**config.mk**
```make
export PLATFORM = sky130hd
export DESIGN_NAME = tmrc_core
export DESIGN_NICKNAME = d
export VERILOG_FILES = /design/src/include/tmrc_pkg.sv /design/src/hw/tmrc_core.sv /design/src/hw/tmrc_rsp_builder.sv /design/src/hw/tmrc_rx_dispatch.sv
export SDC_FILE = /design/constraint.sdc
export NUM_CORES = 1
export LEC_CHECK = 0
export ABC_CLOCK_PERIOD_IN_PS = 4510
export BUFFER_PORTS_ARGS = -buffer_cell sky130_fd_sc_hd__buf_2
export CORE_MARGIN = 5
export CORE_UTILIZATION = 35
export CTS_BUF_LIST = sky130_fd_sc_hd__clkbuf_4 sky130_fd_sc_hd__clkbuf_8 sky130_fd_sc_hd__clkbuf_16
export DETAILED_ROUTE_END_ITERATION = 8
export PLACE_DENSITY = 0.52
export SYNTH_ARGS = -nofsm -noshare
export SYNTH_HDL_FRONTEND = slang
export SYNTH_SLANG_ARGS = --single-unit
```
**constraint.sdc**
```tcl
create_clock -name clk_i -period 4.51 [get_ports clk_i]
set_input_delay 0 -clock clk_i [delete_from_list [all_inputs] [get_ports clk_i]]
set_output_delay 0 -clock clk_i [all_outputs]
set_load 0.005 [all_outputs]
```
**src/include/tmrc_pkg.sv**
```systemverilog
// package: constants, types and return-code codecs of the task management codec
package tmrc_pkg;
   // message header bytes
   localparam logic [7:0] MSG_CODE     = 8'h83;
   localparam logic [7:0] PROTO_RSP    = 8'h03;
   localparam logic [7:0] TAG_ZERO     = 8'h00;
   localparam logic [7:0] CTRL_ZERO    = 8'h00;
   localparam logic [7:0] PROTO_CMD    = 8'h01;
   localparam logic [7:0] PROTO_STAT   = 8'h02;
   localparam logic [7:0] PROTO_ABT    = 8'h30;
   localparam logic [7:0] PROTO_ABTSET = 8'h31;
   localparam logic [7:0] PROTO_CLRQ   = 8'h32;
   localparam logic [7:0] PROTO_TRST   = 8'h33;
   localparam logic [7:0] PROTO_CLRACA = 8'h34;
   // return codes on the transport side
   localparam logic [7:0] RC_SUCCESS   = 8'h00;
   localparam logic [7:0] RC_FAILED    = 8'h01;
   localparam logic [7:0] RC_INVALID   = 8'h02;
   // response structure and receive buffer
   localparam int         RSP_BYTES    = 8;
   localparam logic [7:0] RSP_LEN      = 8'h08;
   localparam logic [7:0] RSP_BUF_BASE = 8'h00;
   localparam int         RX_DEPTH     = 32;
   localparam logic [7:0] RX_MAX_LEN   = 8'h20;
   localparam logic [7:0] RX_MIN_LEN   = 8'h08;
   // register byte offsets
   localparam logic [4:0] REG_CTRL     = 5'h00;
   localparam logic [4:0] REG_STAT     = 5'h04;
   localparam logic [4:0] REG_RPID     = 5'h08;
   localparam logic [4:0] REG_OFFS     = 5'h0c;
   localparam logic [4:0] REG_CNT      = 5'h10;
   localparam logic [4:0] REG_CHAN     = 5'h14;
   localparam logic [4:0] REG_RXINFO   = 5'h18;
   localparam logic [4:0] REG_DROP     = 5'h1c;
   // field positions and reset values
   localparam int         CTRL_EN_BIT  = 0;
   localparam int         CTRL_SUB_BIT = 1;
   localparam int         CTRL_ORD_BIT = 2;
   localparam int         STAT_BSY_BIT = 0;
   localparam int         STAT_PND_BIT = 1;
   localparam int         STAT_RC_LSB  = 8;
   localparam logic [2:0] CTRL_RST     = 3'h1;
   localparam logic [31:0] WORD_RST    = 32'h0000_0000;

   typedef enum logic [1:0] {
      SR_COMPLETE = 2'b00,
      SR_REJECTED = 2'b01,
      SR_FAILURE  = 2'b10
   } tmrc_srsp_t;

   // service response to return code
   function automatic logic [7:0] rc_encode(input tmrc_srsp_t sr);
      unique case (sr)
         SR_REJECTED: rc_encode = RC_INVALID;
         SR_COMPLETE: rc_encode = RC_SUCCESS;
         default:     rc_encode = RC_FAILED;
      endcase
   endfunction : rc_encode

   // inverse mapping; unknown codes read as failure
   function automatic tmrc_srsp_t rc_decode(input logic [7:0] rc);
      rc_decode = (rc == RC_SUCCESS) ? SR_COMPLETE :
                  (rc == RC_INVALID) ? SR_REJECTED : SR_FAILURE;
   endfunction : rc_decode
endpackage : tmrc_pkg

```
**src/hw/tmrc_core.sv**
```systemverilog
// task management response codec: wishbone registers, send sequencer, dispatch
//
// Functional notes
// - response message carries message code 83h and protocol code 03h.
// - tag byte of every built response is zero.
// - rejected to invalid parameter, complete to successful, failure to failed.
// - transmit request always carries control value zero.
// - transmit destination equals the executed function's destination.
// - transmit points at the response buffer and gives its byte length.
// - valid task management message raises upward indication with address and function.
// - transfer offset is four bytes, relative to buffer base.
// - transfer count is four bytes, bytes of this one request only.
// - message length argument is one byte counting data field bytes.
// - channel argument is two bytes, used in read data frame address.
// - with substitution flag, transport overwrites bytes 4 to 7 with path id.
// - transport stores the body, then signals control, location and length.
// - validated messages are dispatched by their type code.
// - return path field is filled from the path identifier for that path.
`timescale 1ns/10ps
module tmrc_core (
   input  wire logic                  clk_i,
   input  wire logic                  rst_i,
   // wishbone classic slave
   input  wire logic                  wb_cyc_i,
   input  wire logic                  wb_stb_i,
   input  wire logic                  wb_we_i,
   input  wire logic [4:0]            wb_adr_i,
   input  wire logic [3:0]            wb_sel_i,
   input  wire logic [31:0]           wb_dat_i,
   output logic      [31:0]           wb_dat_o,
   output logic                       wb_ack_o,
   // executed function from the device server
   input  wire logic                  tmf_done_i,
   input  wire tmrc_pkg::tmrc_srsp_t  tmf_srsp_i,
   input  wire logic [31:0]           tmf_dest_i,
   output logic                       tmf_ready_o,
   // transmit request to the transport
   output logic                       send_req_o,
   output logic      [7:0]            send_ctrl_o,
   output logic      [31:0]           send_dest_o,
   output logic      [7:0]            send_buf_o,
   output logic      [7:0]            send_len_o,
   output logic                       path_id_substitute_flag_o,
   input  wire logic                  send_ack_i,
   input  wire logic [7:0]            send_rc_i,
   input  wire logic [2:0]            sms_rd_addr_i,
   output logic      [7:0]            sms_rd_data_o,
   // receive side from the transport
   input  wire logic                  rx_wr_en_i,
   input  wire logic [4:0]            rx_wr_addr_i,
   input  wire logic [7:0]            rx_wr_data_i,
   input  wire logic                  sms_rcv_i,
   input  wire logic [7:0]            sms_rcv_ctrl_i,
   input  wire logic [4:0]            sms_rcv_buf_i,
   input  wire logic [7:0]            sms_rcv_len_i,
   // upward indications
   output logic                       tm_req_rcvd_o,
   output logic      [31:0]           tm_obj_addr_o,
   output logic      [7:0]            tm_fn_id_o,
   output logic                       cmd_rcvd_o,
   output logic                       status_rcvd_o,
   output logic                       fn_exec_o,
   output tmrc_pkg::tmrc_srsp_t       fn_srsp_o,
   // data transfer arguments
   output logic      [31:0]           xfer_offset_o,
   output logic      [31:0]           xfer_count_o,
   output logic      [15:0]           xfer_chan_o,
   output logic                       xfer_in_order_o
);

   typedef enum logic [1:0] {
      ST_IDLE  = 2'b00,
      ST_BUILD = 2'b01,
      ST_SEND  = 2'b10
   } tmrc_state_t;

   tmrc_state_t          state_r;
   tmrc_state_t          state_nxt;
   tmrc_pkg::tmrc_srsp_t srsp_r;
   logic [31:0]          dest_r;
   logic [2:0]           ctrl_r;
   logic [31:0]          rpid_r;
   logic [31:0]          offs_r;
   logic [31:0]          cnt_r;
   logic [15:0]          chan_r;
   logic [7:0]           last_rc_r;
   logic [7:0]           rx_ctrl_r;
   logic [7:0]           rx_len_r;
   logic [15:0]          drop_cnt_r;
   logic                 ack_r;
   logic [31:0]          rd_data_r;
   logic                 rx_drop_w;

   // merge write data into a register under the byte lane selects
   function automatic logic [31:0] lane_merge(input logic [31:0] old_v,
                                              input logic [31:0] new_v,
                                              input logic [3:0]  sel);
      for (int b = 0; b < 4; b++) begin
         lane_merge[b*8 +: 8] = sel[b] ? new_v[b*8 +: 8] : old_v[b*8 +: 8];
      end
   endfunction : lane_merge

   // bus decode
   wire logic req_w      = wb_cyc_i && wb_stb_i && !ack_r;
   // write lands at the edge that samples ack, while the master still holds it
   wire logic wr_w       = wb_cyc_i && wb_stb_i && wb_we_i && ack_r;
   wire logic hit_ctrl   = wb_adr_i == tmrc_pkg::REG_CTRL;
   wire logic hit_stat   = wb_adr_i == tmrc_pkg::REG_STAT;
   wire logic hit_rpid   = wb_adr_i == tmrc_pkg::REG_RPID;
   wire logic hit_offs   = wb_adr_i == tmrc_pkg::REG_OFFS;
   wire logic hit_cnt    = wb_adr_i == tmrc_pkg::REG_CNT;
   wire logic hit_chan   = wb_adr_i == tmrc_pkg::REG_CHAN;
   wire logic hit_rxinfo = wb_adr_i == tmrc_pkg::REG_RXINFO;
   wire logic hit_drop   = wb_adr_i == tmrc_pkg::REG_DROP;
   // channel merged as a word, only the low two lanes are kept
   wire logic [31:0] chan_mrg_w = lane_merge({16'h0, chan_r}, wb_dat_i, wb_sel_i);

   // status word shows the sequencer state and last transport answer
   wire logic [31:0] stat_w = (32'(state_r != ST_IDLE) << tmrc_pkg::STAT_BSY_BIT) |
                              (32'(state_r == ST_SEND) << tmrc_pkg::STAT_PND_BIT) |
                              (32'(last_rc_r) << tmrc_pkg::STAT_RC_LSB);
   wire logic [31:0] rxinfo_w = {8'h00, tm_fn_id_o, rx_ctrl_r, rx_len_r};

   // read selection; unmapped addresses read as zero but still ack
   wire logic [31:0] rd_mux_w =
      hit_ctrl   ? {29'h0, ctrl_r} :
      hit_stat   ? stat_w :
      hit_rpid   ? rpid_r :
      hit_offs   ? offs_r :
      hit_cnt    ? cnt_r :
      hit_chan   ? {16'h0, chan_r} :
      hit_rxinfo ? rxinfo_w :
      hit_drop   ? {16'h0, drop_cnt_r} : 32'h0000_0000;

   // single-wait ack; dropped the cycle after it was given
   always_ff @(posedge clk_i) begin
      if (rst_i) begin
         ack_r     <= 1'b0;
         rd_data_r <= tmrc_pkg::WORD_RST;
      end else begin
         ack_r     <= req_w;
         rd_data_r <= req_w ? rd_mux_w : rd_data_r;
      end
   end

   assign wb_ack_o = ack_r;
   assign wb_dat_o = rd_data_r;

   // software control registers
   always_ff @(posedge clk_i) begin
      if (rst_i) begin
         ctrl_r <= tmrc_pkg::CTRL_RST;
         rpid_r <= tmrc_pkg::WORD_RST;
         offs_r <= tmrc_pkg::WORD_RST;
         cnt_r  <= tmrc_pkg::WORD_RST;
         chan_r <= 16'h0000;
      end else if (wr_w) begin
         if (hit_ctrl) ctrl_r <= wb_sel_i[0] ? wb_dat_i[2:0] : ctrl_r;
         if (hit_rpid) rpid_r <= lane_merge(rpid_r, wb_dat_i, wb_sel_i);
         if (hit_offs) offs_r <= lane_merge(offs_r, wb_dat_i, wb_sel_i);
         if (hit_cnt)  cnt_r  <= lane_merge(cnt_r, wb_dat_i, wb_sel_i);
         if (hit_chan) chan_r <= chan_mrg_w[15:0];
      end
   end

   // transfer arguments straight from registers
   assign xfer_offset_o   = offs_r;
   assign xfer_count_o    = cnt_r;
   assign xfer_chan_o     = chan_r;
   assign xfer_in_order_o = ctrl_r[tmrc_pkg::CTRL_ORD_BIT];

   // drop counter: a drop in the clearing cycle still counts
   always_ff @(posedge clk_i) begin
      if (rst_i) begin
         drop_cnt_r <= 16'h0000;
      end else if (rx_drop_w) begin
         drop_cnt_r <= (wr_w && hit_drop) ? 16'h0001 : drop_cnt_r + 16'h0001;
      end else if (wr_w && hit_drop) begin
         drop_cnt_r <= 16'h0000;
      end
   end

   // capture control and length of every receipt for software
   always_ff @(posedge clk_i) begin
      if (rst_i) begin
         rx_ctrl_r <= 8'h00;
         rx_len_r  <= 8'h00;
      end else if (sms_rcv_i) begin
         rx_ctrl_r <= sms_rcv_ctrl_i;
         rx_len_r  <= sms_rcv_len_i;
      end
   end

   // send sequencer: one response in flight, the device server waits on ready
   assign tmf_ready_o = (state_r == ST_IDLE) && ctrl_r[tmrc_pkg::CTRL_EN_BIT];
   wire logic accept_w = tmf_done_i && tmf_ready_o;

   always_comb begin
      state_nxt = state_r;
      unique case (state_r)
         ST_IDLE:  if (accept_w) state_nxt = ST_BUILD;
         ST_BUILD: state_nxt = ST_SEND;
         ST_SEND:  if (send_ack_i) state_nxt = ST_IDLE;
         default:  state_nxt = ST_IDLE;
      endcase
   end

   always_ff @(posedge clk_i) begin
      if (rst_i) state_r <= ST_IDLE;
      else       state_r <= state_nxt;
   end

   // latch the executed function's arguments at acceptance
   always_ff @(posedge clk_i) begin
      if (rst_i) begin
         srsp_r <= tmrc_pkg::SR_COMPLETE;
         dest_r <= tmrc_pkg::WORD_RST;
      end else if (accept_w) begin
         srsp_r <= tmf_srsp_i;
         dest_r <= tmf_dest_i;
      end
   end

   // return code of the transport kept for status reads
   always_ff @(posedge clk_i) begin
      if (rst_i)                                last_rc_r <= tmrc_pkg::RC_SUCCESS;
      else if (state_r == ST_SEND && send_ack_i) last_rc_r <= send_rc_i;
   end

   // transmit request held until the transport acks it
   assign send_req_o                = state_r == ST_SEND;
   assign send_ctrl_o               = tmrc_pkg::CTRL_ZERO;
   assign send_dest_o               = dest_r;
   assign send_buf_o                = tmrc_pkg::RSP_BUF_BASE;
   assign send_len_o                = tmrc_pkg::RSP_LEN;
   assign path_id_substitute_flag_o = ctrl_r[tmrc_pkg::CTRL_SUB_BIT];

   tmrc_rsp_builder u_build (
      .clk_i     (clk_i),
      .rst_i     (rst_i),
      .build_i   (state_r == ST_BUILD),
      .srsp_i    (srsp_r),
      .rpid_i    (rpid_r),
      .rd_addr_i (sms_rd_addr_i),
      .rd_data_o (sms_rd_data_o)
   );

   tmrc_rx_dispatch u_rx (
      .clk_i      (clk_i),
      .rst_i      (rst_i),
      .wr_en_i    (rx_wr_en_i),
      .wr_addr_i  (rx_wr_addr_i),
      .wr_data_i  (rx_wr_data_i),
      .rcv_i      (sms_rcv_i),
      .rcv_base_i (sms_rcv_buf_i),
      .rcv_len_i  (sms_rcv_len_i),
      .tm_req_o   (tm_req_rcvd_o),
      .cmd_o      (cmd_rcvd_o),
      .status_o   (status_rcvd_o),
      .fn_exec_o  (fn_exec_o),
      .drop_o     (rx_drop_w),
      .obj_addr_o (tm_obj_addr_o),
      .fn_id_o    (tm_fn_id_o),
      .srsp_o     (fn_srsp_o)
   );

   // structure reads count only once the send state has stood a full cycle
   logic was_send_r;
   always_ff @(posedge clk_i) begin
      if (rst_i) was_send_r <= 1'b0;
      else       was_send_r <= state_r == ST_SEND;
   end
   wire logic rd_ok_w = (state_r == ST_SEND) && was_send_r;
endmodule : tmrc_core

```
**src/hw/tmrc_rsp_builder.sv**
```systemverilog
// response message builder with byte read port for the transport
`timescale 1ns/10ps
module tmrc_rsp_builder (
   input  wire logic                  clk_i,
   input  wire logic                  rst_i,
   input  wire logic                  build_i,
   input  wire tmrc_pkg::tmrc_srsp_t  srsp_i,
   input  wire logic [31:0]           rpid_i,
   input  wire logic [2:0]            rd_addr_i,
   output logic      [7:0]            rd_data_o
);
   logic [7:0] mem_r [tmrc_pkg::RSP_BYTES];
   logic [7:0] rd_data_r;

   // whole structure is rewritten in one edge, so a read never sees a mix
   always_ff @(posedge clk_i) begin
      if (rst_i) begin
         for (int i = 0; i < tmrc_pkg::RSP_BYTES; i++) mem_r[i] <= 8'h00;
      end else if (build_i) begin
         mem_r[0] <= tmrc_pkg::MSG_CODE;
         mem_r[1] <= tmrc_pkg::PROTO_RSP;
         mem_r[2] <= tmrc_pkg::TAG_ZERO;
         mem_r[3] <= tmrc_pkg::rc_encode(srsp_i);
         mem_r[4] <= rpid_i[31:24];
         mem_r[5] <= rpid_i[23:16];
         mem_r[6] <= rpid_i[15:8];
         mem_r[7] <= rpid_i[7:0];
      end
   end

   // registered read, one cycle latency
   always_ff @(posedge clk_i) begin
      if (rst_i) rd_data_r <= 8'h00;
      else       rd_data_r <= mem_r[rd_addr_i];
   end

   assign rd_data_o = rd_data_r;
endmodule : tmrc_rsp_builder

```
**src/hw/tmrc_rx_dispatch.sv**
```systemverilog
// receive buffer, message validation and dispatch by type
`timescale 1ns/10ps
module tmrc_rx_dispatch (
   input  wire logic                  clk_i,
   input  wire logic                  rst_i,
   input  wire logic                  wr_en_i,
   input  wire logic [4:0]            wr_addr_i,
   input  wire logic [7:0]            wr_data_i,
   input  wire logic                  rcv_i,
   input  wire logic [4:0]            rcv_base_i,
   input  wire logic [7:0]            rcv_len_i,
   output logic                       tm_req_o,
   output logic                       cmd_o,
   output logic                       status_o,
   output logic                       fn_exec_o,
   output logic                       drop_o,
   output logic      [31:0]           obj_addr_o,
   output logic      [7:0]            fn_id_o,
   output tmrc_pkg::tmrc_srsp_t       srsp_o
);
   localparam int RX_DEPTH_L = tmrc_pkg::RX_DEPTH;
   logic [7:0] buf_r [RX_DEPTH_L];

   // byte k of the message, wrapping inside the buffer
   function automatic logic [7:0] msg_byte(input logic [2:0] k);
      msg_byte = buf_r[rcv_base_i + {2'b00, k}];
   endfunction : msg_byte

   // transport stores the body before it signals receipt
   always_ff @(posedge clk_i) begin
      if (wr_en_i) buf_r[wr_addr_i] <= wr_data_i;
   end

   wire logic [7:0] code_w  = msg_byte(3'h1);
   wire logic       len_ok  = (rcv_len_i >= tmrc_pkg::RX_MIN_LEN) &&
                              (rcv_len_i <= tmrc_pkg::RX_MAX_LEN);
   wire logic       valid_w = rcv_i && len_ok && (msg_byte(3'h0) == tmrc_pkg::MSG_CODE);
   wire logic       is_tm   = (code_w == tmrc_pkg::PROTO_ABT) ||
                              (code_w == tmrc_pkg::PROTO_ABTSET) ||
                              (code_w == tmrc_pkg::PROTO_CLRQ) ||
                              (code_w == tmrc_pkg::PROTO_TRST) ||
                              (code_w == tmrc_pkg::PROTO_CLRACA);
   wire logic       is_cmd  = code_w == tmrc_pkg::PROTO_CMD;
   wire logic       is_stat = code_w == tmrc_pkg::PROTO_STAT;
   wire logic       is_rsp  = code_w == tmrc_pkg::PROTO_RSP;
   wire logic       known_w = is_tm || is_cmd || is_stat || is_rsp;

   // one pulse per received message: a handler, or dropped
   always_ff @(posedge clk_i) begin
      if (rst_i) begin
         tm_req_o   <= 1'b0;
         cmd_o      <= 1'b0;
         status_o   <= 1'b0;
         fn_exec_o  <= 1'b0;
         drop_o     <= 1'b0;
         obj_addr_o <= 32'h0000_0000;
         fn_id_o    <= 8'h00;
         srsp_o     <= tmrc_pkg::SR_COMPLETE;
      end else begin
         tm_req_o  <= valid_w && is_tm;
         cmd_o     <= valid_w && is_cmd;
         status_o  <= valid_w && is_stat;
         fn_exec_o <= valid_w && is_rsp;
         drop_o    <= rcv_i && !(valid_w && known_w);
         if (valid_w && known_w) begin
            obj_addr_o <= {msg_byte(3'h4), msg_byte(3'h5), msg_byte(3'h6), msg_byte(3'h7)};
            fn_id_o    <= code_w;
            srsp_o     <= tmrc_pkg::rc_decode(msg_byte(3'h3));
         end
      end
   end
endmodule : tmrc_rx_dispatch

```
[Yosys cells after proc, flatten, opt, wreduce, memory -nomap -nowiden]
Memory sizes are Yosys's and may differ from the RTL's. A register that Yosys moved wholly into a read port is not among the register bits.
Cells that the tools add are included.
Storage, ports and cells
  register bits: 239
  bits in writable memories: 320
  memories: 2
Cells by class
  add/sub/neg operators: 7
  $lt $le $gt $ge: 2
  equal/unequal tests: 22
  multiplexer cells: 34
  bitwise operators: 10
  reductions and logical operators: 48
Memory list
  u_rx.buf_r: words 32, bits a word 8, read ports 7, clocked after memory_dff 4, write ports 1, RTL line tmrc_rx_dispatch.sv:22  | logic [7:0] buf_r [RX_DEPTH_L];
  u_build.mem_r: words 8, bits a word 8, read ports 1, clocked after memory_dff 1, write ports 8, RTL line tmrc_rsp_builder.sv:12  | logic [7:0] mem_r [tmrc_pkg::RSP_BYTES];
Operators by type and width (count)
  $mux W32: 5
  $mux W8: 10
  $mux W16: 4
  $mux W24: 2
  $reduce_and A3 Y1: 15
  $eq A8 B6 Y1 const B: 5
  $eq A8 B2 Y1 const B: 3
  $add A5 B3 Y5 const B: 4
  $eq A5 B5 Y1 const B: 4
  $logic_and A1 B1 Y1: 17
  $add A16 B1 Y16 const B: 1
  $or A2 B16 Y16: 1
  $eq A5 B4 Y1 const B: 2
  $eq A8 B1 Y1 const B: 1
  $eq A8 B8 Y1 const B: 1
  $ge A8 B4 Y1 const B: 1
  $le A8 B6 Y1 const B: 1
  $logic_not A8 Y1: 1
  $mux W2: 4
  $or A1 B1 Y1: 8
  $logic_or A1 B1 Y1: 7
  $mux W1: 7
  $pmux W2 S3: 1
  $add A5 B1 Y5 const B: 1
  13 further kinds: 17

[Longest topological paths before layout]
Gate-level depths: netlist of the first run.
An unclocked memory read counts as a cell.
  depth after elaboration: 13
  depth in mapped cells: 21
  mapped depth without buffers: 11

[Modules after synthesis]
Synthesis of the first run repeated with hierarchy kept, for this count alone.
Second synthesis, totals
  cell total of the unflattened synthesis: 2364
  area total of the unflattened synthesis: 30862.1 µm²
Modules (own cells, without submodules)
  tmrc_rx_dispatch: instances 1, cells an instance 1208, area each 19309.8 µm²
  tmrc_core: instances 1, cells an instance 1039, area each 9773.1 µm²
  tmrc_rsp_builder: instances 1, cells an instance 117, area each 1779.2 µm²

[Least setup slack after synthesis of the first run]
OpenSTA, ideal clock, no wires.
  kind: input to register
  from: in sms_rcv_buf_i[1]
  to: reg u_rx.obj_addr_o[0], read port of u_rx.buf_r
  library setup time: 0.145 ns
  data arrival time: 4.639 ns
  setup slack: -0.274 ns
  stages: 19
  cells stage by stage: buf_2 -> buf_4 -> buf_4 -> buf_4 -> buf_2 -> clkbuf_1 -> inv_1 -> ha_1 -> clkbuf_1 -> mux2_2 -> nor2_1 -> nor4_1 -> or4_1 -> or3_4 -> o21bai_4 -> a2bb2oi_2 -> nor2_2 -> buf_4 -> a211oi_2
On the way
  cells in the longest elaborated chain, start to end: 11
  elaborated cells between the ends (all ways): 21
  those cells by class: 2 x add/sub; 9 x eq/ne; 9 x reduce/logical; 1 x memory
Ends and longest elaborated chain
  start, declared: RTL line tmrc_core.sv:54  | input wire logic [4:0] sms_rcv_buf_i,
  $add A5 B1 Y5: RTL line tmrc_rx_dispatch.sv:26  | msg_byte = buf_r[rcv_base_i + {2'b00, k}];
  $mem_v2 Z32 W8
  $eq A8 B6 Y1, on equally long branches: RTL line tmrc_rx_dispatch.sv:38, tmrc_rx_dispatch.sv:39
  $logic_or A1 B1 Y1: RTL line tmrc_rx_dispatch.sv:38  | wire logic is_tm = (code_w == tmrc_pkg::PROTO_ABT) ||
  $logic_or A1 B1 Y1: RTL line tmrc_rx_dispatch.sv:39  | (code_w == tmrc_pkg::PROTO_ABTSET) ||
  $logic_or A1 B1 Y1: RTL line tmrc_rx_dispatch.sv:40  | (code_w == tmrc_pkg::PROTO_CLRQ) ||
  $logic_or A1 B1 Y1: RTL line tmrc_rx_dispatch.sv:41  | (code_w == tmrc_pkg::PROTO_TRST) ||
  $logic_or A1 B1 Y1 (3 in a row): RTL line tmrc_rx_dispatch.sv:46  | wire logic known_w = is_tm || is_cmd || is_stat || is_rsp;
  $logic_and A1 B1 Y1: RTL line tmrc_rx_dispatch.sv:65  | if (valid_w && known_w) begin
  end, declared: RTL line tmrc_rx_dispatch.sv:17  | output logic [31:0] obj_addr_o,
Parallel ways exist; a longest one is shown, timed or not.
A chain may end at the register's enable or synchronous reset.

[Worst setup path in the final report of the first run]
  from: in sms_rcv_buf_i[2]
  to: reg u_rx.obj_addr_o[20], read port of u_rx.buf_r
Same word-level chain as after synthesis.

==> results of run 1 <==
## state kept, by name, summed over array words and instances, names as in the netlist, 16 cells and up
signal / cells
wb_dat_o: 32
u_build.mem_r: 35
u_rx.obj_addr_o: 32
u_rx.buf_r: 256
xfer_chan_o: 16
rpid_r: 32
drop_cnt_r: 16
send_dest_o: 32
xfer_offset_o: 32
xfer_count_o: 32
## how the worst min path moves through the flow
stage | from | slack [ps] | depth (start not counted) | endpoint
after floorplan | rx_wr_data_i[0] | 100 | 0 | u_rx.buf_r[0][0]$_DFFE_PP_
after CTS | rx_wr_data_i[5] | 1 | 1 | u_rx.buf_r[0][5]$_DFFE_PP_
after detailed placement | tmf_dest_i[17] | 250 | 3 | send_dest_o[17]$_SDFFE_PP0P_
final | rx_wr_data_i[5] | 30 | 1 | u_rx.buf_r[0][5]$_DFFE_PP_
after global placement | tmf_dest_i[17] | 240 | 3 | send_dest_o[17]$_SDFFE_PP0P_
after global routing | rx_wr_data_i[2] | 20 | 1 | u_rx.buf_r[28][2]$_DFFE_PP_
## layer usage
layer,GRT usage [%],up-vias
li1,-,10200
met2,38.3,1407
met1,32.0,12300
met4,10.5,0
met3,7.08,237
met5,0,-
## layout by cell type, fill, tap and decap left out, types with 11 or more instances in the layout
master	count
buf_4	44
o21ai_0	51
a211oi_1	37
dfxtp_1	280
nor2_1	234
nand3_1	56
conb_1	24
edfxtp_1	290
o211ai_1	12
mux4_2	297
a22oi_1	29
a211oi_2	29
nor2b_1	33
xor2_1	14
and2_1	20
nand2_1	204
dlygate4sd3_1	135
nand4_1	19
a22o_1	12
clkbuf_4	16
nor4_1	29
buf_2	328
clkinv_2	11
clkbuf_16	70
mux2i_1	167
and3_1	14
mux2_2	26
a21oi_1	178
nor3_1	34
## power by group through the flow
| stage | Sequential [mW] | Clock (mW) | Combinational (mW) |
|---|---|---|---|
| final | 5.62 | 5.55 | 2.06 |
| after global routing | 5.62 | 5.88 | 2.15 |
| after CTS | 5.62 | 5.66 | 2.02 |
| after detailed placement | 5.73 | 0 | 1.93 |
| after global placement | 5.72 | 0 | 1.92 |
| after floorplan | 5.70 | 0 | 1.21 |
## worst register-to-register path, delay by kind of cell, from the launching register on
| kind | cells | cell delay [ps] |
|---|---|---|
| buf+inv | 2 | 600 |
| flops | 1 | 430 |
| simple gates | 3 | 760 |
| compound gates | 3 | 1160 |
| mux | 1 | 570 |
## metrics by stage
stage          worst slack, ps  utilization (%)  cells  instance area (sq um)  power, mW
6_report                   564             42.4   4027                  36700       13.2
5_1_grt                    434             42.4   4027                  36700       13.7
4_1_cts                    663             42.4   4027                  36700       13.3
3_5_place_dp              50.0             38.2   3772                  33100       7.65
3_3_place_gp               346             38.2   3772                  33100       7.64
2_1_floorplan             6.67                -   2455                  30500       6.91
## timing repair
action,in CTS,in global routing
hold buffers,135,0
resized for setup,0,0
endpoints found under the hold margin,287,0
## cell families after synthesis
group,count (synthesis)
buf+inv,229
other cells,2
flops,570
simple gates,697
compound gates,404
mux,490
xor+xnor,31
fa+ha+maj,10
## area by class of cell
class,instances,share of cell area (%)
sequential,570,39.0
inverter,11,0.112
tap,1155,3.94
clock inverter,30,0.958
timing repair buffer,515,9.44
multi-input combinational,1656,41.3
clock buffer,90,5.25
==> flow_summary.toml, run 1 <==
[worst_setup_path]
arrival_ps = 4440
slowest_delay_ps = 960
critPathKind = "primary input to flip-flop"
crit_path_max_fanout = 37
critPathLaunchType = "primary input"
rrSetupSlack_ps = 870
ff2ff_path_depth = 9
worstPathCellList = "buf_2, buf_4, ha_1, nand2_1, xor2_1, nand2_1, a2111oi_0, or3_4, nor2_4, o2bb2ai_4, a21oi_1, a311oi_1"
crit_family = "compound AO/OA/AOI/OAI gates"
critPathBufInv = 2
crit_path_end_kind = "flip-flop"
crit_slowest_cell = "a2111oi_0"
endpoint = "u_rx.obj_addr_o[20]$_SDFFE_PP0P_"
path_depth = 12
r2r-start = "u_rx.buf_r[5][3]$_DFFE_PP_"
worstPathRequired_ps = 5010
cp_common_cell = "nand2_1"
cp-startpoint = "sms_rcv_buf_i[2]"
reg2reg_to = "u_rx.obj_addr_o[20]$_SDFFE_PP0P_"

[yosys]
yosys_warnings = 0
synth_compound_gate_area_share_pct = 8.89
post-synth-top-count-cell = "mux4_2"
ys_seq_elements = 570
async_flop_share_pct = 0
netlist_top_cells_count = "mux4_2 (297), edfxtp_1 (290), dfxtp_1 (280)"
syn-cell-area_sq_mm = 0.0304
synthAdderAreaFrac_pct = 0.411
yosys.area_share.simple_pct = 10.6
synth_top_family_by_area = "multiplexers"
syn_area_per_cell_sq_um = 12.5
yosys.area_share.xor_xnor_pct = 0.967
yosys.cell_types.count = 69
synth_top_area_share_pct = 28.6
netlist_top_cells_area = "edfxtp_1 (29%), mux4_2 (22%), dfxtp_1 (18%)"
synthMuxAreaShare_pct = 28.5
synthFlopType = "edfxtp_1"
yosys.area.top_type = "edfxtp_1"
synth_edf_count = 290
synth-seq-area-share_pct = 47.1
synthCells = 2433

[floorplan]
initial_utilization_pct = 35.2
core_area_sq_mm = 0.0865
die_w_microns = 305
fp-row-count = 108
io_pins = 356
die_h_microns = 305
die-area_sq_mm = 0.0929

[route]
drc_errors = 0
finalWirelength_mm = 118
dr.pass1.iters = 6
ant_nets = 0
wl_met2_mm = 54.2
wl_met1_mm = 45.8
wire_per_inst_microns = 29.4
vias = 24100
routed-wl-met3_mm = 12.5
avgViaCountPerCell = 5.99
drtIter0Drc = 2631
top_layer_used = "met4"

[run]
drv_cap = 0

[finish]
drive_gt1_share_pct = 30.5
nFillCells = 8001
area_growth_pct = 20.7
finalNetCount = 2960
multi_input_area_sq_mm = 0.0152
seqCellArea_sq_mm = 0.0143
diodes = 0

[power_and_ir_drop]
p_leak_nw = 13.1
switching_share_pct = 27.0
ir_drop_v = 0.000243
power_switching_mw = 3.58
p_int_mw = 9.65
p_seq_share_pct = 42.5
p_per_area_mw_per_mm2 = 360
p_comb_share_pct = 15.6
p_clk_share_pct = 42.0

[timing]
min_period_over_period_pct = 87.5
max_freq_mhz = 253
final.setup_skew_ps = 37.9
finalSetupTns_ps = 0
whs_ps = 28.8
final-hold-violation-count = 0
worst_slew_pin_slew_ps = 1280
relSlewSlack_pct = 14.5
slew_violations = 0
rsz0062_at_grt = "false"
setup_viol = 0
period_minus_slack_ps = 3950

[cts]
cts_root_buf = "clkbuf_16"
clock_latency_ps = 630
post_cts_buffers = 0
cts_made_buffers = 67
cts_buffer_depth = 3
htree_levels = 3
clk_pin_slew_ps = 60
cts_sinks = 570
cts_tree = "yes"

[place]
io_buffers = 331
gp_congestion = 0.996
hpwl_mm = 88.3

[global_routing]
antenna_found_initial = 3
overflow = 0
grt_util_all_layers_pct = 24.5
grt_max_degree = 145
grt_pass1_wl_mm = 169
grt_pass1_vias = 23700

[outcome]
status = "finished clean"

[hold_path]
hp-class = "primary input to flip-flop"
(Power assumes the default switching activity.)
==> inputs of run 2 (changes only) <==
PLACE_DENSITY = unset   (was 0.52)
PLACE_DENSITY_LB_ADDON = 0.08   (was unset)
TNS_END_PERCENT = 100   (was unset)
==> flow_summary.toml, run 2 (synthesis results as in run 1) <==
[route]
dr.pass1.iters = 7
drc_errors = 0
finalWirelength_mm = 121
vias = 24200
wire_per_inst_microns = 29.6
drtIter0Drc = 2673
avgViaCountPerCell = 5.93
ant_nets = 0

[finish]
drive_gt1_share_pct = 30.7
finalNetCount = 3015
reg.largest.list = "u_rx.buf_r: 256 flops, u_build.mem_r: 35 flops"
regMostFlops = "u_rx.buf_r"
area_growth_pct = 22.8
largest_reg_flops = 256
layout.cells.non_filler = 4084
final_common_cell = "buf_2"
layout.cells.most_common_list = "buf_2 (328), mux4_2 (297), edfxtp_1 (290)"

[worst_setup_path]
ff2ff_path_depth = 9
path_depth = 14
critPathBufInv = 4
r2r-start = "u_rx.buf_r[25][5]$_DFFE_PP_"
rrSetupSlack_ps = 1120
worstPathCellList = "buf_6, inv_1, ha_4, buf_4, nor2b_1, a211oi_1, mux2_2, o32ai_1, nor3_1, nand3_1, o2bb2ai_4, buf_4, a21oi_1, a311oi_1"
arrival_ps = 4150
cp_common_cell = "buf_4"
worstPathRequired_ps = 5020
critPathKind = "primary input to flip-flop"
reg2reg_to = "u_rx.obj_addr_o[20]$_SDFFE_PP0P_"
critPathLaunchType = "primary input"
cp-startpoint = "sms_rcv_buf_i[1]"
slowest_delay_ps = 720
endpoint = "u_rx.obj_addr_o[20]$_SDFFE_PP0P_"
crit_path_end_kind = "flip-flop"
crit_slowest_cell = "ha_4"
crit_family = "simple AND/OR/NAND/NOR gates"
crit_path_max_fanout = 43

[floorplan]
die-area_sq_mm = 0.0929
core_area_sq_mm = 0.0865
die_h_microns = 305
die_w_microns = 305
fp-row-count = 108
initial_utilization_pct = 35.2
io_pins = 356

[global_routing]
busiest_layer = "met2"
grt_util_all_layers_pct = 25.2
grt_pass1_wl_mm = 175
grt_pass1_vias = 23900
overflow = 0
antenna_found_initial = 4
use_met2_pct = 42.1
grtUsageMet1_pct = 33.4
grtUsageMet3_pct = 3.74
grt_max_degree = 149

[cts]
cts_resized = 0
cts_made_buffers = 68
clk_pin_slew_ps = 60
cts_root_buf = "clkbuf_16"
cts_tree = "yes"
cts_buffer_depth = 3
cts_hold_buf = 170
post_cts_buffers = 0
clock_latency_ps = 630
htree_levels = 3
cts_sinks = 570

[power_and_ir_drop]
p_per_area_mw_per_mm2 = 361
ir_drop_v = 0.000285
p_leak_nw = 13.3

[place]
dp_cells = 3791
io_buffers = 331
hpwl_mm = 89.8
gp_congestion = 0.954

[timing]
worst_slew_pin_slew_ps = 1320
slew_violations = 0
final-hold-violation-count = 0
max_freq_mhz = 274
relSlewSlack_pct = 11.6
rsz0062_at_grt = "false"
min_period_over_period_pct = 80.8
final.setup_skew_ps = 27.6
setup_viol = 0
finalSetupTns_ps = 0
period_minus_slack_ps = 3640

[run]
drv_cap = 0

[outcome]
status = "finished clean"

[hold_path]
hp-class = "primary input to flip-flop"
## run 2: per-layer routing
metal	vias to the layer above	routed length, microns
li1	10300	-
met1	12600	49500
met2	1123	58700
met3	214	7720
met4	2	4920
met5	-	13
## run 2: cell type report
type,instances,area (sq um)
Multi-Input combinational cell,1656,15200
Tap cell,1155,1450
Fill cell,8154,49100
Antenna cell,1,2.50
Inverter,11,41.3
Clock buffer,88,1920
Sequential cell,570,14300
Timing Repair Buffer,569,4020
Clock inverter,34,420
## run 2: how the worst min path moves through the flow
| stage | startpoint | end | cells past startpoint |
|---|---|---|---|
| CTS | rx_wr_data_i[0] | u_rx.buf_r[11][0]$_DFFE_PP_ | 1 |
| floorplan | rx_wr_data_i[0] | u_rx.buf_r[0][0]$_DFFE_PP_ | 0 |
| global route | rx_wr_data_i[1] | u_rx.buf_r[26][1]$_DFFE_PP_ | 1 |
| detailed placement | tmf_dest_i[30] | send_dest_o[30]$_SDFFE_PP0P_ | 3 |
| global placement | tmf_dest_i[1] | send_dest_o[1]$_SDFFE_PP0P_ | 3 |
| finish | rx_wr_data_i[0] | u_rx.buf_r[11][0]$_DFFE_PP_ | 1 |
## run 2: through the flow
stage               hold WS, ps  setup WS (ps)  utilization (%)  cell area [sq um]  total power, mW
floorplan                  98.9           6.67                -              30500             6.91
global placement            241            448             38.5              33300             7.71
detailed placement          249            304             38.5              33300             7.71
CTS                        14.4            947             43.2              37300             13.6
global route               30.8            690             43.2              37300             13.9
finish                     18.4            866             43.2              37300             13.5
## run 2: report_power, final
| part | switching (mW) | total [mW] | internal, mW |
|---|---|---|---|
| logic | 1.26 | 2.12 | 0.865 |
| registers | 0.0687 | 5.61 | 5.54 |
| clock network | 2.34 | 5.75 | 3.40 |
| total | 3.67 | 13.5 | 9.81 |
==> inputs of run 3 (changes only) <==
ABC_CLOCK_PERIOD_IN_PS = 3300   (was 4510)
clock period = 3.3 ns   (was 4.51 ns; I/O delays follow)
==> flow_summary.toml, run 3 (synthesis results as in run 1) <==
[power_and_ir_drop]
p_seq_share_pct = 41.1
power_switching_mw = 5.06
p_int_mw = 13.6
power_mw = 18.6
ir_drop_v = 0.000393
switching_share_pct = 27.1
p_clk_share_pct = 42.2
p_comb_share_pct = 16.6
p_leak_nw = 14.1
p_per_area_mw_per_mm2 = 484

[worst_setup_path]
worstPathRequired_ps = 3840
crit_slowest_cell = "or4_1"
critPathKind = "flip-flop to flip-flop"
worstPathCellList = "mux2i_1, a2111oi_0, buf_4, or4_1, or3_4, o21bai_4, o2bb2ai_4, buf_12, a21oi_1, a211oi_2"
critPathBufInv = 2
crit_path_max_fanout = 28
arrival_ps = 3650
critPathLaunchType = "flip-flop"
crit_path_end_kind = "flip-flop"
slowest_delay_ps = 580
crit_family = "simple AND/OR/NAND/NOR gates"

[route]
ant_nets = 0
wire_per_inst_microns = 28.6
drc_errors = 0
drtIter0Drc = 2454
avgViaCountPerCell = 5.81
dr.pass1.iters = 6
finalWirelength_mm = 120
vias = 24400

[place]
gp_congestion = 0.943
dp_cells = 3885
placed_area_sq_mm = 0.0343
hpwl_mm = 88.9
io_buffers = 331
post-place-ws_ps = -6.03

[floorplan]
die_w_microns = 305
die-area_sq_mm = 0.0929
io_pins = 356
core_area_sq_mm = 0.0865
fp-row-count = 108
initial_utilization_pct = 35.2
die_h_microns = 305

[finish]
final_area_sq_mm = 0.0386
multi_input_area_sq_mm = 0.0153
largest_reg_flops = 256
regMostFlops = "u_rx.buf_r"
finalNetCount = 3131
drive_gt1_share_pct = 34.0
seqCellArea_sq_mm = 0.0143
nFillCells = 7942
layout.cells.non_filler = 4203
reg.largest.list = "u_rx.buf_r: 256 flops, u_build.mem_r: 35 flops"
utilization_pct = 44.6
layout.cells.most_common_list = "buf_2 (328), mux4_2 (297), edfxtp_1 (290)"
final_common_cell = "buf_2"
area_growth_pct = 26.8

[timing]
min_period_over_period_pct = 94.2
whs_ps = 80.3
final.setup_skew_ps = 41.1
period_minus_slack_ps = 3110
max_freq_mhz = 322
slew_violations = 0
fin_ws_ps = 192
relSlewSlack_pct = 22.7
setup_viol = 0
worst_slew_pin_slew_ps = 1150
finalSetupTns_ps = 0
rsz0062_at_grt = "false"
final-hold-violation-count = 0

[cts]
clk_pin_slew_ps = 60
cts_sinks = 570
cts_tree = "yes"
htree_levels = 3
cts_root_buf = "clkbuf_16"
cts_resized = 0
cts_made_buffers = 70
cts_buffer_depth = 3
clock_latency_ps = 630

[hold_path]
hp-class = "primary input to flip-flop"

[global_routing]
grt_max_degree = 118
grt_pass1_vias = 24200
antenna_found_initial = 1
overflow = 0
grt_pass1_wl_mm = 174
grt_util_all_layers_pct = 25.1

[run]
drv_cap = 0

[outcome]
status = "finished clean"
run 3: tightest hold or removal path, stage by stage:
cell     delay, ps
buf_2          140
nand3_1        180
o21ai_0        120
xor2_1         140
nor2_1          50
run 3: repair_timing:
action / in CTS / in global routing
endpoints found under the hold margin: 456 / 0
endpoints found under the setup margin: 0 / 0
hold buffers: 190 / 0
buffers inserted: 0 / 0
run 3: path summary, 6_finish.rpt:
path,from,endpoint,slack (ps),cells after the start
worst max register to register,u_rx.buf_r[2][0]$_DFFE_PP_,u_rx.obj_addr_o[4]$_SDFFE_PP0P_,190,10
worst min register to register,wb_dat_o[2]$_SDFFE_PP0P_,wb_dat_o[2]$_SDFFE_PP0P_,460,2
worst min-delay path,wb_adr_i[4],drop_cnt_r[0]$_SDFFE_PP0P_,80,5
worst max-delay path,u_rx.buf_r[2][0]$_DFFE_PP_,u_rx.obj_addr_o[4]$_SDFFE_PP0P_,190,10
run 3: power by group through the flow:
stage	clock (mW)	sequential (mW)	combinational (mW)
2_1_floorplan	0	7.79	1.73
3_3_place_gp	0	7.81	2.90
3_5_place_dp	0	7.82	2.91
4_1_cts	8.07	7.67	3.09
5_1_grt	8.35	7.68	3.25
6_report	7.88	7.67	3.10
run 3: metal layers:
layer,vias up,global-route usage [%],wire length (microns)
met2,1104,42.5,58800
met3,219,4.19,8020
li1,10600,-,-
met4,0,10.8,6070
met1,12500,32.0,47400
met5,-,0,0
run 3: area by class of cell:
cell class	instances	area share (%)
Timing Repair Buffer	683	13.0
Clock inverter	31	0.944
Antenna cell	2	0.0130
Multi-Input combinational cell	1656	39.8
Inverter	11	0.127
Sequential cell	570	37.1
Tap cell	1155	3.75
Clock buffer	95	5.22
